### config.mk
export PLATFORM = sky130hd
export DESIGN_NAME = mps_host_flat
export DESIGN_NICKNAME = d
export VERILOG_FILES = /design/src/inc/mps_pkg.sv /design/src/inc/mps_link_if.sv /design/src/core/mps_host.sv /design/src/flat_wrapper.sv
export SDC_FILE = /design/constraint.sdc
export NUM_CORES = 1
export LEC_CHECK = 0
export ABC_AREA = 1
export BUFFER_PORTS_ARGS = -buffer_cell sky130_fd_sc_hd__buf_2
export CAP_MARGIN = 20
export CORE_ASPECT_RATIO = 1.25
export CORE_MARGIN = 1.5
export CORE_UTILIZATION = 58
export DETAILED_ROUTE_END_ITERATION = 7
export PLACE_DENSITY = 0.85
export SLEW_MARGIN = 40
export SYNTH_ARGS = -nofsm -noshare
export SYNTH_HDL_FRONTEND = slang
export SYNTH_SLANG_ARGS = --single-unit
### constraint.sdc
create_clock -name clock -period 4.65 [get_ports clock]
set_clock_uncertainty 0.15 [all_clocks]
set_input_delay 0.465 -clock clock [delete_from_list [all_inputs] [get_ports clock]]
set_output_delay 0.465 -clock clock [all_outputs]
set_load 0.005 [all_outputs]
### src/inc/mps_pkg.sv
// Shared constants and state types for the module power sequencer ends
package mps_pkg;

  // ----------------------------------------------------------------
  // Clock and times
  // ----------------------------------------------------------------
  localparam longint unsigned MPS_CLK_HZ = 64'h2625a00;       // 40 MHz
  localparam longint unsigned MPS_ACT_TIME_S = 64'h32;        // 50 s to activation
  localparam longint unsigned MPS_RST_TIME_S = 64'h1;         // 1 s emergency reset
  localparam longint unsigned MPS_SHUT_TIMEOUT_S = 64'ha;     // 10 s wait for ref drop

  // Least times round up; these are whole numbers of cycles already
  localparam int unsigned MPS_ACT_CYCLES = 32'(MPS_ACT_TIME_S * MPS_CLK_HZ);
  // Strictly longer than the printed time, hence one extra cycle
  localparam int unsigned MPS_RST_CYCLES = 32'(MPS_RST_TIME_S * MPS_CLK_HZ + 64'h1);
  localparam int unsigned MPS_SHUT_CYCLES = 32'(MPS_SHUT_TIMEOUT_S * MPS_CLK_HZ);

  // ----------------------------------------------------------------
  // Reset values of pins
  // ----------------------------------------------------------------
  localparam logic MPS_CARD_OFF_N_RST = 1'b0;
  localparam logic MPS_RST_LINE_RST = 1'b1;

  // ----------------------------------------------------------------
  // State encodings (Gray along the usual path)
  // ----------------------------------------------------------------
  typedef enum logic [1:0] {
    MPS_DEV_OFF = 2'h0,
    MPS_DEV_INIT = 2'h1,
    MPS_DEV_ACTIVE = 2'h3,
    MPS_DEV_FINAL = 2'h2
  } mps_dev_state_t;

  typedef enum logic [2:0] {
    MPS_HST_OFF = 3'h0,
    MPS_HST_INIT = 3'h1,
    MPS_HST_ACTIVE = 3'h3,
    MPS_HST_SHUT = 3'h2,
    MPS_HST_RESET = 3'h7
  } mps_hst_state_t;

endpackage

### src/inc/mps_link_if.sv
// Pin-level link between the host controller and the modem module
`timescale 1ns/1ps
interface mps_link_if;
  // Active-low card power control, host driven
  logic card_power_off_n;
  // Open-collector reset: host drive value and enable, resolved line
  logic rst_drv_out;
  logic rst_drv_oe;
  logic system_reset_input_low;
  // Module status outputs
  logic on_state_reference_output;
  logic boot_done;

  // Pull-up on this line; an undriven line reads as released
  assign system_reset_input_low = (rst_drv_oe && !rst_drv_out) ? 1'b0 : 1'b1;

  modport host (
    output card_power_off_n,
    output rst_drv_out,
    output rst_drv_oe,
    input on_state_reference_output,
    input boot_done
  );

  modport dev (
    input card_power_off_n,
    input system_reset_input_low,
    output on_state_reference_output,
    output boot_done
  );
endinterface

### src/core/mps_host.sv
// Host-side controller for module power-up, graceful shutdown and reset
//
// How it works
// - Host drives card power high to run
// - Reset line stays released during power-up
// - Module activates at least 50 s after power-on
// - Host withholds communication until activation
// - Limited commands accepted while still initializing
// - Boot-done rises after boot when enabled
// - No high levels on pins when off
// - Card power low requests graceful shutdown
// - Module finalizes when card power drops
// - Reference output off means safe to unpower
// - Emergency reset holds line low over 1 s
`timescale 1ns/1ps
module mps_host #(
  parameter int unsigned ACT_CYCLES = mps_pkg::MPS_ACT_CYCLES,
  parameter int unsigned RST_CYCLES = mps_pkg::MPS_RST_CYCLES,
  parameter int unsigned SHUT_CYCLES = mps_pkg::MPS_SHUT_CYCLES
) (
  // Clock and reset
  input wire logic clock,
  input wire logic sys_rst,
  // Link
  mps_link_if.host link,
  // User requests
  input wire logic power_want,
  input wire logic emergency_reset_req,
  // User status and controls
  output logic supply_en,
  output logic comm_allowed,
  output logic pins_en,
  output logic module_booted,
  output logic shut_timeout,
  output mps_pkg::mps_hst_state_t host_state
);
  import mps_pkg::*;

  // ----------------------------------------------------------------
  // Synchronisers for module status pins
  // ----------------------------------------------------------------
  logic ref_m_r;
  logic ref_s_r;
  logic boot_m_r;
  logic boot_s_r;

  always_ff @(posedge clock or posedge sys_rst) begin
    if (sys_rst) begin
      ref_m_r <= 1'b0;
      ref_s_r <= 1'b0;
      boot_m_r <= 1'b0;
      boot_s_r <= 1'b0;
    end else begin
      ref_m_r <= link.on_state_reference_output;
      ref_s_r <= ref_m_r;
      boot_m_r <= link.boot_done;
      boot_s_r <= boot_m_r;
    end
  end

  // ----------------------------------------------------------------
  // Request capture
  // ----------------------------------------------------------------
  // A reset request is remembered until the sequencer can act on it,
  // so a one-cycle pulse made during initialization is not dropped.
  logic rst_pend_r;
  mps_hst_state_t state_r;
  mps_hst_state_t state_nxt;

  always_ff @(posedge clock or posedge sys_rst) begin
    if (sys_rst) begin
      rst_pend_r <= 1'b0;
    end else if (emergency_reset_req) begin
      rst_pend_r <= 1'b1;
    end else if (state_nxt == MPS_HST_RESET || state_nxt == MPS_HST_OFF) begin
      rst_pend_r <= 1'b0;
    end
  end

  // ----------------------------------------------------------------
  // Sequencer
  // ----------------------------------------------------------------
  logic [31:0] cnt_r;
  logic act_time_up;
  logic rst_time_up;
  logic shut_time_up;

  assign act_time_up = (cnt_r >= ACT_CYCLES - 32'h1);
  assign rst_time_up = (cnt_r == RST_CYCLES - 32'h1);
  assign shut_time_up = (cnt_r == SHUT_CYCLES - 32'h1);

  always_comb begin
    state_nxt = state_r;
    case (state_r)
      MPS_HST_OFF: begin
        if (power_want) begin
          state_nxt = MPS_HST_INIT;
        end
      end
      MPS_HST_INIT: begin
        if (!power_want) begin
          state_nxt = MPS_HST_SHUT;
        end else if (act_time_up && ref_s_r) begin
          // Activation is never earlier than the 50 s mark
          state_nxt = MPS_HST_ACTIVE;
        end
      end
      MPS_HST_ACTIVE: begin
        if (!power_want) begin
          state_nxt = MPS_HST_SHUT;
        end else if (rst_pend_r) begin
          // Emergency use only; never during power-up
          state_nxt = MPS_HST_RESET;
        end
      end
      MPS_HST_SHUT: begin
        if (!ref_s_r || shut_time_up) begin
          state_nxt = MPS_HST_OFF;
        end
      end
      MPS_HST_RESET: begin
        if (rst_time_up) begin
          state_nxt = MPS_HST_INIT;
        end
      end
      default: begin
        state_nxt = MPS_HST_OFF;
      end
    endcase
  end

  always_ff @(posedge clock or posedge sys_rst) begin
    if (sys_rst) begin
      state_r <= MPS_HST_OFF;
    end else begin
      state_r <= state_nxt;
    end
  end

  // One counter serves every timed state; it restarts on each entry
  always_ff @(posedge clock or posedge sys_rst) begin
    if (sys_rst) begin
      cnt_r <= 32'h0;
    end else if (state_nxt != state_r) begin
      cnt_r <= 32'h0;
    end else if (!act_time_up || state_r != MPS_HST_INIT) begin
      cnt_r <= cnt_r + 32'h1;
    end
  end

  // ----------------------------------------------------------------
  // Pin drivers
  // ----------------------------------------------------------------
  logic card_r;
  logic rst_oe_r;

  always_ff @(posedge clock or posedge sys_rst) begin
    if (sys_rst) begin
      card_r <= MPS_CARD_OFF_N_RST;
    end else begin
      // High for as long as the module should run; low asks for shutdown
      card_r <= (state_nxt == MPS_HST_INIT) || (state_nxt == MPS_HST_ACTIVE) ||
                (state_nxt == MPS_HST_RESET);
    end
  end

  always_ff @(posedge clock or posedge sys_rst) begin
    if (sys_rst) begin
      rst_oe_r <= 1'b0;
    end else begin
      // Open collector: pull low only, never drive high
      rst_oe_r <= (state_nxt == MPS_HST_RESET);
    end
  end

  assign link.card_power_off_n = card_r;
  assign link.rst_drv_out = 1'b0;
  assign link.rst_drv_oe = rst_oe_r;

  // ----------------------------------------------------------------
  // User-side status
  // ----------------------------------------------------------------
  logic supply_r;
  logic comm_r;
  logic pins_r;
  logic booted_r;
  logic tmo_r;
  mps_hst_state_t state_out_r;

  always_ff @(posedge clock or posedge sys_rst) begin
    if (sys_rst) begin
      supply_r <= 1'b0;
      comm_r <= 1'b0;
      pins_r <= 1'b0;
      booted_r <= 1'b0;
      state_out_r <= MPS_HST_OFF;
    end else begin
      // Supply stays on until the ref drops or the wait times out
      supply_r <= (state_nxt != MPS_HST_OFF);
      comm_r <= (state_nxt == MPS_HST_ACTIVE);
      // Digital pins are held low outside a settled on state
      pins_r <= (state_nxt == MPS_HST_ACTIVE) && ref_s_r;
      booted_r <= boot_s_r && (state_nxt == MPS_HST_ACTIVE);
      state_out_r <= state_nxt;
    end
  end

  // Sticky until the next power-up attempt, so software can see it
  always_ff @(posedge clock or posedge sys_rst) begin
    if (sys_rst) begin
      tmo_r <= 1'b0;
    end else if (state_r == MPS_HST_SHUT && ref_s_r && shut_time_up) begin
      tmo_r <= 1'b1;
    end else if (state_r == MPS_HST_OFF && power_want) begin
      tmo_r <= 1'b0;
    end
  end

  assign supply_en = supply_r;
  assign comm_allowed = comm_r;
  assign pins_en = pins_r;
  assign module_booted = booted_r;
  assign shut_timeout = tmo_r;
  assign host_state = state_out_r;

endmodule

### src/flat_wrapper.sv
// flat-port wrapper written by rule: the top's interface ports become plain ports
module mps_host_flat import mps_pkg::*;
#(
  parameter int unsigned ACT_CYCLES = mps_pkg::MPS_ACT_CYCLES,
  parameter int unsigned RST_CYCLES = mps_pkg::MPS_RST_CYCLES,
  parameter int unsigned SHUT_CYCLES = mps_pkg::MPS_SHUT_CYCLES
)
  (clock, sys_rst, power_want, emergency_reset_req, supply_en, comm_allowed, pins_en, module_booted, shut_timeout, host_state, link_card_power_off_n, link_rst_drv_out, link_rst_drv_oe, link_on_state_reference_output, link_boot_done);
  mps_link_if link_i ();
  input wire logic clock;
  input wire logic sys_rst;
  input wire logic power_want;
  input wire logic emergency_reset_req;
  output logic supply_en;
  output logic comm_allowed;
  output logic pins_en;
  output logic module_booted;
  output logic shut_timeout;
  output mps_pkg::mps_hst_state_t host_state;
  output wire logic [$bits(link_i.card_power_off_n)-1:0] link_card_power_off_n;
  output wire logic [$bits(link_i.rst_drv_out)-1:0] link_rst_drv_out;
  output wire logic [$bits(link_i.rst_drv_oe)-1:0] link_rst_drv_oe;
  input wire logic [$bits(link_i.on_state_reference_output)-1:0] link_on_state_reference_output;
  input wire logic [$bits(link_i.boot_done)-1:0] link_boot_done;
  assign link_card_power_off_n = link_i.card_power_off_n;
  assign link_rst_drv_out = link_i.rst_drv_out;
  assign link_rst_drv_oe = link_i.rst_drv_oe;
  assign link_i.on_state_reference_output = link_on_state_reference_output;
  assign link_i.boot_done = link_boot_done;
  mps_host #(.ACT_CYCLES(ACT_CYCLES), .RST_CYCLES(RST_CYCLES), .SHUT_CYCLES(SHUT_CYCLES)) u_core (.clock(clock), .sys_rst(sys_rst), .link(link_i), .power_want(power_want), .emergency_reset_req(emergency_reset_req), .supply_en(supply_en), .comm_allowed(comm_allowed), .pins_en(pins_en), .module_booted(module_booted), .shut_timeout(shut_timeout), .host_state(host_state));
endmodule
**Word-level counts from Yosys, hierarchy flattened**

Index checks and enable logic that the tools add are counted.

- Register bits after elaboration: 47
- Input port bits: 6
- Output and inout bits: 11

- Add/sub/neg operators: 1
- Order comparisons: 1
- Eq/ne operators: 11
- Mux-type cells: 14
- Reductions and logical operators: 19

Operator list:

| cell | count |
|---|---|
| two-way mux 32 bit | 2 |
| adder 32 x 1 -> 32 bit (second input constant) | 1 |
| equality test 32 x 26 -> 1 bit (second input constant) | 1 |
| equality test 32 x 29 -> 1 bit (second input constant) | 1 |
| greater-or-equal comparator 32 x 31 -> 1 bit (second input constant) | 1 |
| two-way mux 3 bit | 7 |
| one-hot mux 3 bit (5 select lines) | 1 |
| equality test 3 x 2 -> 1 bit (second input constant) | 3 |
| equality test 3 x 1 -> 1 bit (second input constant) | 2 |
| equality test 3 bit (second input constant) | 2 |
| logical AND 1 bit | 6 |
| logical NOT 3 bit | 2 |
| nonzero test 2 bit | 3 |
| logical OR 1 bit | 5 |
| two-way mux 1 bit | 4 |
| inequality test 3 x 1 -> 1 bit (second input constant) | 1 |
| inequality test 3 bit | 1 |
| nonzero test 3 bit | 1 |
| logical NOT 1 bit | 2 |

**Logic depth before layout (Yosys ltp)**

- Word-level depth: 9
- Depth in mapped cells: 16

**Worst setup path before layout**

OpenSTA, ideal clock, no wires.

- Path type: reg2reg
- Start: register u_core.cnt_r[0]
- End: register u_core.cnt_r[17]
- Setup time: 0.069 ns
- Arrival time: 1.850 ns
- Data required time: 4.431 ns
- Path slack: 2.581 ns
- Cell stages (with the launch flop): 17
- Buffers on the path: 2
- Period minus slack after synthesis: 2.069 ns
- Path through: dfrtp_1 > ha_1 > nand2_2 > nor2_2 > nand2_1 > inv_2 > nand2_1 > nand2_1 > nand2_1 > nand2_2 > nand2_1 > nand2_1 > a21oi_4 > nand2_2 > buf_6 > buf_12 > nor2_4

- Cells in the longest elaborated chain, start to end: 7

RTL lines:

| item | line | source |
|---|---|---|
| start: declaration | mps_host.sv:83 | `logic [31:0] cnt_r;` |
| start signal: assignment | mps_host.sv:147 | `cnt_r <= cnt_r + 32'h1;` |
| greater-or-equal comparator 32 x 31 -> 1 bit | mps_host.sv:88 | `assign act_time_up = (cnt_r >= ACT_CYCLES - 32'h1);` |
| logical AND 1 bit | mps_host.sv:103 | `end else if (act_time_up && ref_s_r) begin` |
| two-way mux 3 bit | mps_host.sv:103 |  |
| two-way mux 3 bit | mps_host.sv:101 | `if (!power_want) begin` |
| one-hot mux 3 bit (5 select lines) | mps_host.sv:94 | `case (state_r)` |
| inequality test 3 bit | mps_host.sv:144 | `end else if (state_nxt != state_r) begin` |
| two-way mux 32 bit / nonzero test 2 bit (equally long branches) | n/a |  |

Parallel ways exist; a longest one is shown, timed or not. The select of a mux whose other input is x is not followed.
A chain may end at the register's enable or synchronous reset.

**Worst setup path after layout**

- Start: register u_core.cnt_r[1]
- End: register u_core.cnt_r[15]

The elaborated chain is that of the path after synthesis.

==> flow_summary.ini <==
[yosys]
synth_seq_area_share_pct = 39.8
ys_warn_count = 0
syn_inst = 409
synth_edf_count = 0
syn-num-nets = 417
synth_ff_type = dfrtp_1
synth_cell_type_count = 36
netlist_area_um2 = 2950
ys_ff_latch = 47
postSynthAreaPerCell_um2 = 7.22
async_reset_ff_share_pct = 100

[power_and_ir_drop]
cellLeakagePower_nw = 1.43
ir_drop_uv = 159
p_per_area_nw_per_um2 = 218

[global_route]
grt_max_degree = 48
grt_usage_pct = 25.0
gr-total-overflow = 0
antenna_found_initial = 0
grt_pass1_wl_um = 10600
grt_pass1_vias = 2457

[clock_tree]
h-tree-depth = 2
post_cts_resized = 0
root_buffer = clkbuf_8
ctsHoldBuffers = 0
cts.path.max_buffers = 2
insertion_delay_ns = 0.32
numCtsBuffers = 5
clock-sinks = 47
cts_tree = done
clk_pin_slew_ns = 0.10
post_cts.repair.setup_buffers = 0

[worst_setup_path]
r2r_slack_ns = 1.90
required_ns = 4.73
endpoint_kind = flip-flop
r2r_cells = 14
cp_max_fo = 28
path_class = flip-flop to flip-flop
start_kind = flip-flop
worst_r2r_endpoint = u_core.cnt_r[15]$_DFFE_PP0P_
rr_startpoint = u_core.cnt_r[1]$_DFFE_PP0P_
cp.arrival_ns = 2.83

[finish]
area_delta_synth_final_pct = 6.35
largest_reg_flops = 32
top_regs = u_core.cnt_r: 32 flops, u_core.state_r: 3 flops
largest_register = u_core.cnt_r
n_antenna_cell = 0
seq_area_um2 = 1180
fillers = 436
multiInputGateArea_um2 = 1500
nets = 431
drive_above_1_share_pct = 14.2

[timing]
finalMaxSlewViolations = 0
max_freq_mhz = 364
hold_violations = 0
slew_headroom_pct = 61.9
fin_hold_ws_ns = 0.0608
period_share_pct = 59.1
setup_violations = 0
fin_crit_ns = 2.75
fin_tns_setup_ns = 0
tightestPinTransition_ns = 0.571
rsz0062_at_grt = false

[route]
dr.pass1.iters = 5
routed_wl_um = 6280
dr_wl_met2_um = 3060
via_per_inst = 5.46
first_iter_violations = 176
drc = 0
wl_met3_um = 285
antenna_left = 0
wl_met1_um = 2730
wl_per_cell_um = 13.0
topRoutingLayerUsed = met4
vias = 2642

[placed_design]
routabilityCongestion = 0.926
portBuffers = 15
hpwl_um = 4660

[floorplan]
die_h_um = 82.8
start_util_pct = 61.1
die_x_um = 66.8
die-area_um2 = 5530
core_um2 = 4830
num_io_pins = 17
rows = 28

[flow_run]
maxCapViolations = 0

[outcome]
status = completed

[min_path]
min-delay-path-class = input pin to async pin
[kinds of logic (layout without fill, tap and decap cells)]
kind of cell | after synthesis | in the layout | synth area share [%]
xor+xnor | 12 | 12 | 3.56
compound gates | 21 | 21 | 4.36
buf+inv | 66 | 81 | 9.49
flops | 47 | 47 | 39.8
fa+ha+maj | 2 | 2 | 0.847
simple gates | 260 | 260 | 41.8
other cells | 1 | 1 | 0.127
[layer usage]
layer	vias to the layer above	GRT usage, %
li1	1326	-
met1	1227	29.8
met2	71	44.3
met3	18	3.91
met4	0	11.4
met5	-	0
[power by group]
group / switching (mW) / internal (mW) / leakage, nW
clock network: 0.154 / 0.108 / 0.0408
registers: 0.00147 / 0.411 / 0.599
logic: 0.00978 / 0.00238 / 0.790
total: 0.165 / 0.521 / 1.43
[final cells by class]
class	count	share of cell area [%]
clock inverters	3	0.757
repair buffers	15	2.39
flip-flops and latches	47	37.4
well taps	60	2.39
clock buffers	5	2.19
inverters	58	7.01
multi-input cells	296	47.8
[cell usage in the layout, fill, tap and decap left out, drive strengths merged]
cell and n:
nand4 15, buf 15, a21oi 15, or2 2
o21ai 4, xnor2 1, nand3b 2, clkinvlp 2
dfrtp 47, and3 1, ha 2, nand3 30
clkbuf 5, clkinv 1, conb 1, inv 58
nor3 30, nand2 102, nor3b 1, nor2 76
nor4 1, xor2 11, a31o 1, a32o 1
[through the flow]
stage	utilization (%)	power, mW	setup WS [ns]	area, um2	instances
6_report	65.0	0.686	1.90	3140	484
3_5_place_dp	63.0	0.433	1.93	3040	476
4_1_cts	64.9	0.688	1.92	3140	484
2_1_floorplan	-	0.428	2.58	2950	409
5_1_grt	65.0	0.707	1.62	3140	484
3_3_place_gp	62.9	0.432	1.99	3040	476
[worst max-delay path, stage by stage, from the launching register on]
cell,delay [ns]
dfrtp_1,0.42
ha_1,0.26
nand2_2,0.12
nor2_2,0.04
nand2_1,0.08
inv_2,0.07
nand2_1,0.07
nand2_1,0.06
nand2_1,0.08
nand2_2,0.08
nand2_2,0.40
clkinv_1,0.42
nor2_1,0.19
nor2_1,0.05
nor3_1,0.17
[worst max path at each step]
stage / depth (start not counted) / startpoint / slack, ns / to
floorplan: 16 / u_core.cnt_r[0]$_DFFE_PP0P_ / 2.58 / u_core.cnt_r[17]$_DFFE_PP0P_
global placement: 14 / u_core.cnt_r[1]$_DFFE_PP0P_ / 1.99 / u_core.cnt_r[15]$_DFFE_PP0P_
finish: 14 / u_core.cnt_r[1]$_DFFE_PP0P_ / 1.90 / u_core.cnt_r[15]$_DFFE_PP0P_
CTS: 14 / u_core.cnt_r[0]$_DFFE_PP0P_ / 1.92 / u_core.cnt_r[15]$_DFFE_PP0P_
global route: 14 / u_core.cnt_r[0]$_DFFE_PP0P_ / 1.62 / u_core.cnt_r[15]$_DFFE_PP0P_
detailed placement: 14 / u_core.cnt_r[1]$_DFFE_PP0P_ / 1.93 / u_core.cnt_r[15]$_DFFE_PP0P_
[synth_stat cells, drive strengths merged, types with 2 or more instances]
library cell	instances	area share [%]
nand3	30	5.8
o21ai	4	0.68
buf	6	1.8
nand4	15	3.2
xor2	11	3.3
a21oi	15	3.0
or2	2	0.42
dfrtp	47	40
clkbuf	2	0.30
nand3b	2	0.51
nor2	76	12
nor3	30	5.3
inv	57	7.2
ha	2	0.85
nand2	102	13
Power figures use the tool's default switching activity.
